[src/hw/nvc_pkg.sv]
// Purpose: shared constants and types for the host-side nvsram controller
// Assumes: 200 MHz clk, device reached only through its parallel pins
// Notes:   durations are in device time units, cycle counts derived below
//
// Functional notes
// device reads when select and drive low
// read outputs track address until controls change
// host holds address until write strobe rises
// device drops outputs if drive low writing
// pin store when trigger, select, write low
// store end under read conditions drives outputs
// pin store starts only on trigger fall
// low supply blocks or abandons stores
// low supply never aborts a recall
// pin recall when last control falls, write high
// recall repeats only on fresh trigger fall
// recall clears SRAM then copies shadow; the model copies shadow without a clear
// host waits recall time after power-up
// pin variant ignores software read sequence; the model also starts store and recall from the sequence
// six reads ending 0F0F start store
// five reads then 0F0E start recall
// host uses read cycles only for sequence
// wrong intervening address aborts software sequence
// new sequence only after completion or abort
// software operation ignores inputs until done
// host limits address skew, uses select-clocked reads
// host holds address steady during recall
// host waits full store or recall count
package nvc_pkg;

   // ==========================================================
   // clock and timing
   localparam int CLK_PERIOD_PS   = 5000;             // 200 MHz
   localparam int STORE_MS        = 10;               // store_duration, longest
   localparam int RECALL_US       = 20;               // recall duration, longest
   localparam int ACCESS_NS       = 45;               // slowest access grade
   localparam int WR_PULSE_NS     = 45;               // write strobe width
   localparam int TRIG_PULSE_NS   = 45;               // trigger low width
   // waits must cover the longest duration, so round up
   // whole cycles per ms first, so the product stays inside 32 bits
   localparam int STORE_CYC  = STORE_MS * (1000000000 / CLK_PERIOD_PS);
   localparam int RECALL_CYC = (RECALL_US * 1000000 + CLK_PERIOD_PS - 1) / CLK_PERIOD_PS;
   localparam int ACCESS_CYC = (ACCESS_NS * 1000 + CLK_PERIOD_PS - 1) / CLK_PERIOD_PS;
   localparam int WR_CYC     = (WR_PULSE_NS * 1000 + CLK_PERIOD_PS - 1) / CLK_PERIOD_PS;
   localparam int TRIG_CYC   = (TRIG_PULSE_NS * 1000 + CLK_PERIOD_PS - 1) / CLK_PERIOD_PS;
   localparam int CNT_W      = 22;                    // holds STORE_CYC

   // ==========================================================
   // geometry
   localparam int ADDR_W = 13;                        // 8192 bytes
   localparam int DATA_W = 8;

   // ==========================================================
   // software sequence addresses
   localparam logic [ADDR_W-1:0] SEQ_A0     = 13'h0000;
   localparam logic [ADDR_W-1:0] SEQ_A1     = 13'h1555;
   localparam logic [ADDR_W-1:0] SEQ_A2     = 13'h0AAA;
   localparam logic [ADDR_W-1:0] SEQ_A3     = 13'h1FFF;
   localparam logic [ADDR_W-1:0] SEQ_A4     = 13'h10F0;
   localparam logic [ADDR_W-1:0] SEQ_STORE  = 13'h0F0F;
   localparam logic [ADDR_W-1:0] SEQ_RECALL = 13'h0F0E;
   localparam logic [2:0]        SEQ_LAST   = 3'h5;   // index of sixth read

   // ==========================================================
   // command codes
   typedef enum logic [2:0] {
      NVC_CMD_READ, NVC_CMD_WRITE, NVC_CMD_PIN_STORE, NVC_CMD_PIN_RECALL,
      NVC_CMD_SW_STORE, NVC_CMD_SW_RECALL, NVC_CMD_WAIT_PWRUP
   } nvc_cmd_t;

   typedef enum logic [2:0] {
      NVC_IDLE, NVC_ACC, NVC_STROBE, NVC_SEQ, NVC_BUSY, NVC_GAP
   } nvc_st_t;

   // user request
   typedef struct packed {
      nvc_cmd_t            cmd;
      logic [ADDR_W-1:0]   addr;
      logic [DATA_W-1:0]   wdata;
   } nvc_req_t;

   // pins toward the device
   typedef struct packed {
      logic                sel_n;
      logic                drive_n;
      logic                wr_n;
      logic                nonvol_trigger_n;
      logic [ADDR_W-1:0]   addr_lines;
      logic [DATA_W-1:0]   data_out;
      logic                data_oe;
   } nvc_pins_t;

endpackage

[src/hw/nvc_ctrl.sv]
// Purpose: host controller driving a nonvolatile SRAM through its pins
// Assumes: req_valid held until req_ready; device async, data synchronised
// Notes:   one request at a time, long waits counted in clk cycles
`timescale 1ns/1ps
module nvc_ctrl (
   // clock, reset, enable
   input  wire logic                  clk,
   input  wire logic                  sys_rst,
   input  wire logic                  clk_en,
   // user request
   input  wire logic                  req_valid,
   input  wire nvc_pkg::nvc_req_t     req,
   output logic                       req_ready,
   output logic                       rsp_valid,
   output logic [nvc_pkg::DATA_W-1:0] rsp_data,
   // device pins
   output nvc_pkg::nvc_pins_t         pins,
   input  wire logic [nvc_pkg::DATA_W-1:0] data_in
);
   import nvc_pkg::*;

   // ==========================================================
   // state record
   typedef struct packed {
      nvc_st_t             st;
      nvc_cmd_t            cmd;
      logic [CNT_W-1:0]    cnt;       // cycle counter
      logic [2:0]          step;      // software sequence index
      logic                pwr_done;  // power-up recall time elapsed
      logic [DATA_W-1:0]   sync1;     // first stage, feeds sync2 only
      logic [DATA_W-1:0]   sync2;
      nvc_pins_t           pins;
      logic                ready;
      logic                rvalid;
      logic [DATA_W-1:0]   rdata;
   } nvc_state_t;

   nvc_state_t cur;                   // registered state
   nvc_state_t next_cur;              // next value

   // address of a sequence step
   function automatic logic [ADDR_W-1:0] seq_addr(input logic [2:0] i, input nvc_cmd_t c);
      case (i)
         3'h0:    seq_addr = SEQ_A0;
         3'h1:    seq_addr = SEQ_A1;
         3'h2:    seq_addr = SEQ_A2;
         3'h3:    seq_addr = SEQ_A3;
         3'h4:    seq_addr = SEQ_A4;
         default: seq_addr = (c == NVC_CMD_SW_STORE) ? SEQ_STORE : SEQ_RECALL;
      endcase
   endfunction

   // cycle count to compare against
   function automatic logic [CNT_W-1:0] cyc(input int n);
      cyc = CNT_W'(n);
   endfunction

   // ==========================================================
   // next state
   always_comb begin
      next_cur        = cur;
      next_cur.rvalid = 1'b0;
      next_cur.sync1  = data_in;
      next_cur.sync2  = cur.sync1;
      case (cur.st)
         // wait for power-up recall, then accept
         NVC_IDLE: begin
            next_cur.pins.sel_n            = 1'b1;
            next_cur.pins.drive_n          = 1'b1;
            next_cur.pins.wr_n             = 1'b1;
            next_cur.pins.nonvol_trigger_n = 1'b1;
            next_cur.pins.data_oe          = 1'b0;
            if (!cur.pwr_done) begin
               // no access until recall time after power-up
               if (cur.cnt == cyc(RECALL_CYC)) begin
                  next_cur.pwr_done = 1'b1;
                  next_cur.ready    = 1'b1;
                  next_cur.cnt      = '0;
               end else begin
                  next_cur.cnt = cur.cnt + 1'b1;
               end
            end else if (cur.ready && req_valid) begin
               next_cur.ready           = 1'b0;
               next_cur.cmd             = req.cmd;
               next_cur.cnt             = '0;
               next_cur.step            = '0;
               next_cur.pins.addr_lines = req.addr;
               next_cur.pins.data_out   = req.wdata;
               if (req.cmd == NVC_CMD_READ) begin
                  next_cur.pins.sel_n   = 1'b0;
                  next_cur.pins.drive_n = 1'b0;
                  next_cur.st           = NVC_ACC;
               end else if (req.cmd == NVC_CMD_WRITE) begin
                  // drive stays high so the bus never contends
                  next_cur.pins.sel_n   = 1'b0;
                  next_cur.pins.data_oe = 1'b1;
                  next_cur.st           = NVC_STROBE;
               end else if (req.cmd == NVC_CMD_PIN_STORE) begin
                  // select first; write and trigger fall together in strobe,
                  // so no plain sram write cycle is ever presented
                  next_cur.pins.sel_n = 1'b0;
                  next_cur.st         = NVC_STROBE;
               end else if (req.cmd == NVC_CMD_PIN_RECALL) begin
                  // select and drive low first, trigger falls last
                  next_cur.pins.sel_n   = 1'b0;
                  next_cur.pins.drive_n = 1'b0;
                  next_cur.st           = NVC_STROBE;
               end else if (req.cmd == NVC_CMD_WAIT_PWRUP) begin
                  next_cur.pwr_done = 1'b0;
                  next_cur.st       = NVC_IDLE;
               end else begin
                  // software sequence: address first, select per read
                  next_cur.pins.addr_lines = SEQ_A0;
                  next_cur.st              = NVC_SEQ;
               end
            end
         end
         // read access in progress
         NVC_ACC: begin
            if (cur.cnt == cyc(ACCESS_CYC + 2)) begin
               next_cur.rdata        = cur.sync2;
               next_cur.rvalid       = 1'b1;
               next_cur.pins.sel_n   = 1'b1;
               next_cur.pins.drive_n = 1'b1;
               next_cur.st           = NVC_GAP;
               next_cur.cnt          = '0;
            end else begin
               next_cur.cnt = cur.cnt + 1'b1;
            end
         end
         // timed strobe for write or pin trigger
         NVC_STROBE: begin
            next_cur.cnt = cur.cnt + 1'b1;
            if (cur.cmd == NVC_CMD_WRITE) begin
               next_cur.pins.wr_n = 1'b0;
               if (cur.cnt == cyc(WR_CYC)) begin
                  // strobe rises before address may move
                  next_cur.pins.wr_n = 1'b1;
                  next_cur.st        = NVC_GAP;
                  next_cur.cnt       = '0;
               end
            end else begin
               // fresh high-to-low trigger edge every time
               next_cur.pins.nonvol_trigger_n = 1'b0;
               if (cur.cmd == NVC_CMD_PIN_STORE) begin
                  next_cur.pins.wr_n = 1'b0;
               end
               if (cur.cnt == cyc(TRIG_CYC)) begin
                  next_cur.pins.nonvol_trigger_n = 1'b1;
                  next_cur.pins.wr_n             = 1'b1;
                  next_cur.st                    = NVC_BUSY;
                  next_cur.cnt                   = '0;
               end
            end
         end
         // six select-clocked reads, removes skew concern
         NVC_SEQ: begin
            next_cur.cnt        = cur.cnt + 1'b1;
            next_cur.pins.sel_n = 1'b0;
            if (cur.cnt == cyc(ACCESS_CYC)) begin
               next_cur.pins.sel_n = 1'b1;
            end else if (cur.cnt == cyc(ACCESS_CYC + 1)) begin
               next_cur.pins.sel_n = 1'b1;
               next_cur.cnt        = '0;
               if (cur.step == SEQ_LAST) begin
                  next_cur.st = NVC_BUSY;
               end else begin
                  next_cur.step            = cur.step + 1'b1;
                  next_cur.pins.addr_lines = seq_addr(cur.step + 1'b1, cur.cmd);
               end
            end
         end
         // device busy: address held, lines released
         NVC_BUSY: begin
            next_cur.pins.sel_n   = 1'b1;
            next_cur.pins.drive_n = 1'b1;
            next_cur.cnt          = cur.cnt + 1'b1;
            if ((cur.cmd == NVC_CMD_PIN_STORE || cur.cmd == NVC_CMD_SW_STORE)
                ? (cur.cnt == cyc(STORE_CYC)) : (cur.cnt == cyc(RECALL_CYC))) begin
               next_cur.st  = NVC_GAP;
               next_cur.cnt = '0;
            end
         end
         // one recovery cycle, then ready
         default: begin
            next_cur.pins.data_oe = 1'b0;
            next_cur.ready        = 1'b1;
            next_cur.st           = NVC_IDLE;
         end
      endcase
   end

   // ==========================================================
   // state register
   always_ff @(posedge clk) begin
      if (sys_rst) begin
         cur                       <= '0;
         cur.st                    <= NVC_IDLE;
         cur.pins.sel_n            <= 1'b1;
         cur.pins.drive_n          <= 1'b1;
         cur.pins.wr_n             <= 1'b1;
         cur.pins.nonvol_trigger_n <= 1'b1;
      end else if (clk_en) begin
         cur <= next_cur;
      end
   end

   assign req_ready = cur.ready;
   assign rsp_valid = cur.rvalid;
   assign rsp_data  = cur.rdata;
   assign pins      = cur.pins;

endmodule

[config.mk]
export PLATFORM = sky130hd
export DESIGN_NAME = nvc_ctrl
export DESIGN_NICKNAME = d
export VERILOG_FILES = /design/src/hw/nvc_pkg.sv /design/src/hw/nvc_ctrl.sv
export SDC_FILE = /design/constraint.sdc
export NUM_CORES = 1
export LEC_CHECK = 0
export BUFFER_PORTS_ARGS = -buffer_cell sky130_fd_sc_hd__buf_2
export CORE_MARGIN = 1
export CORE_UTILIZATION = 51
export DETAILED_ROUTE_END_ITERATION = 8
export GPL_ROUTABILITY_DRIVEN = 1
export PLACE_DENSITY = 0.8
export SLEW_MARGIN = 5
export SYNTH_ARGS = -nofsm -noshare
export SYNTH_HDL_FRONTEND = slang
export SYNTH_SLANG_ARGS = --single-unit
[constraint.sdc]
create_clock -name clk -period 2.11 [get_ports clk]
set_input_delay 0.422 -clock clk [delete_from_list [all_inputs] [get_ports clk]]
set_output_delay 0.422 -clock clk [all_outputs]
set_load 0.01 [all_outputs]
==> run summary <==
Switch Pwr - 0.789 mW
headroom to the max-slew limit - 38.0%
CP bufs+invs - 2
CTS tree - done
Mapped Cells - 567
fmax - 0.430 GHz
# IOs - 72
vias in the first global route - 4299
routed length per instance - 18.1 microns
Routed Wire Length - 14.1 mm
logic gate share of total power - 7.5%
DP HPWL - 8.77 mm
Critical-path top delay cell - or4_4
Clk Latency, worst-skew pair - 0.37 ns
RSZ-0062 raised after global routing - yes
ANT cells - 0
Port Buffer Count - 71
site row count - 33
most frequently used cell type in the post-synthesis netlist - dfxtp_1
vias per cell - 6.15
Arrival @ worst endpoint - 2.56 ns
Setup violations, final - 22
DRT Pass-1 Iters - 5
post-synthesis sequential area ratio - 37.4%
area of the multi-input gates - 0.00286 sq mm
ranking of synthesized cells by area - dfxtp_1 37%, nand2_1 5.9%, buf_4 5.7%
crit-path max FO - 4
Die Y-Extent - 95.9 microns
largest net degree at the start of global routing - 64
Register Area - 0.00169 sq mm
CP Class - flop to flop
Sw Ratio - 25.8%
CP Cell Sequence - or4_4 -> buf_6 -> nor4b_4 -> buf_4 -> a31oi_2 -> a211oi_4 -> nand2b_1 -> a21oi_1
critical path's largest stage delay - 0.58 ns
Mapped Nets - 612
Final nets - 715
startpoint types - flop
sequential fraction of design power - 52.8%
warnings from Yosys - 0
layout cells sized above 1 - 39.4%
placer congestion estimate - 0.910
die area - 0.00919 sq mm
Post-Route Utilization - 72.0%
Mapped Area - 0.00449 sq mm
1st-iter DRT viols - 535
Worst Skew - 0.00642 ns
Placed Area - 0.00526 sq mm
Final Hold Viols - 0
most frequent cells after synthesis - 84 x dfxtp_1, 71 x nand2_1, 64 x nor2_1
sinks on the clock net - 84
hold crit path type - primary input to flop
post-route worst setup slack - -0.215 ns
Final Critical Period - 2.32 ns
Area Growth Syn to Fin - 34.3%
filler cell count - 574
Max Slew Vio Count - 0
Clock power frac - 39.7%
H-tree levels - 3
Slew @ Worst Pin - 0.929 ns
core area - 0.00838 sq mm
total grt overflow - 0
ANT nets after route - 0
CP endpoint kind - flop
failing checks - setup timing
cell internal pwr - 2.27 mW
number of distinct library cells after synthesis - 62
Tot GR Track Use - 28.7%
initial antenna violation count - 0
CTS Buf Count - 9
clk slew on worst S/H paths - 0.09 ns
WP data required - 2.34 ns
hold-fix buffers at CTS - 0
number of synthesized flops with an enable pin - 0
PwrDens - 507 mW/mm^2
Top delay family on crit path - simple AND/OR/NAND/NOR gates
status - finished, violations left
Die X-Extent - 95.9 microns
clk root buf - clkbuf_8
Synth area leader - dfxtp_1
final instance area - 0.00603 sq mm
max cap viols - 0
Starting Density - 53.6%
DRC violations left - 0
VDD IR-drop max - 0.446 mV
first-pass GRT wire length - 20.2 mm
final hold slack - 0.279 ns
part of the cycle the worst path needs - 110%
Vias - 4796
post-synth top area share - 37.4%
Async SR Flop Fraction - 0%
Clock Path Buffers - 2
syn avg cell area - 7.93 sq um
LEAKAGE - 2.40 nW
top_reg_cell synth - dfxtp_1
flops & latches, synth - 84
## flip-flops by register name (all words and copies together) (netlist names)
register / count
rsp_valid: 1
rsp_data: 8
req_ready: 1
pins: 26
cur: 48
## cell type report
cell class                 instances  share of cell area (%)
multi-input combinational        402                    47.3
sequential                        84                    28.1
timing repair buffer             159                    18.2
tap                              105                    2.18
clock buffer                       9                    2.05
clock inverter                     7                    1.31
inverter                          14                   0.871
## cell families after synthesis
group                      count (synthesis)  share of synthesized area (%)
and+or+nand+nor                          243                           26.5
AOI/OAI and AO/OA                        119                           17.2
DFF                                       84                           37.4
buffers and inverters                     83                           10.1
muxes                                     20                           4.48
xor gates and xnor gates                   9                           1.75
adders and majority gates                  9                           2.51
## power groups by stage
stage / registers, mW / clock network [mW] / logic (mW)
6_report: 1.61 / 1.21 / 0.229
5_1_grt: 1.62 / 1.29 / 0.244
4_1_cts: 1.61 / 1.22 / 0.204
3_5_place_dp: 1.65 / 0 / 0.195
3_3_place_gp: 1.65 / 0 / 0.189
2_1_floorplan: 1.65 / 0 / 0.103
## tightest hold or removal path: cells and delay by family
family	cells	cell delay (ns)
buf+inv	1	0.09
simple gates	1	0.05
compound gates	1	0.05
## final timing paths
kind	from	to	slack [ns]	cells after the start
hold reg to reg	pins[4]$_SDFFE_PP0P_	pins[4]$_SDFFE_PP0P_	0.46	2
setup / recovery	cur[61]$_SDFFE_PP0P_	cur[82]$_SDFFE_PP0P_	-0.21	8
hold / removal	req[1]	pins[2]$_SDFFE_PP0P_	0.28	3
setup reg to reg	cur[61]$_SDFFE_PP0P_	cur[82]$_SDFFE_PP0P_	-0.21	8
## through the flow
stage	setup slack (ns)	total power, mW	cells	TNS, ns
after detailed placement	-0.154	1.85	751	-1.38
after floorplan	0.00304	1.75	567	0
after global placement	-0.0597	1.84	751	-0.179
after global routing	-0.275	3.15	780	-3.53
after CTS	-0.0805	3.04	772	-0.906
final	-0.215	3.06	780	-1.21
## layout by cell type (no fill, tap or decap), drive strengths merged, types with 5 or more instances in the layout
| cell type | count |
|---|---|
| or3 | 6 |
| dfxtp | 84 |
| buf | 159 |
| nand2b | 5 |
| xnor2 | 5 |
| ha | 9 |
| inv | 18 |
| nand2 | 71 |
| or4 | 6 |
| nor3 | 17 |
| mux2i | 19 |
| nor4 | 11 |
| nand4 | 18 |
| a21oi | 42 |
| nor2 | 65 |
| o21ai | 19 |
| a31oi | 10 |
| clkbuf | 9 |
| o311ai | 5 |
| nand3 | 18 |
| a211oi | 16 |
| and3 | 5 |
## what timing repair did
action / in CTS / in global routing
buffers inserted: 3 / 8
cloned: 2 / 2
gates resized for setup: 29 / 70
pin swaps: 14 / 39
setup endpoints to repair: 32 / 49
## per-layer routing
metal / wire, microns / track usage (%) / up-vias
met1: 5440 / 35.2 / 2233
met3: 1180 / 6.00 / 59
met2: 6950 / 48.0 / 310
met4: 550 / 13.6 / 0
met5: 0 / 0 / -
li1: - / - / 2194
Note: power is estimated with default switching activity, not from simulation.
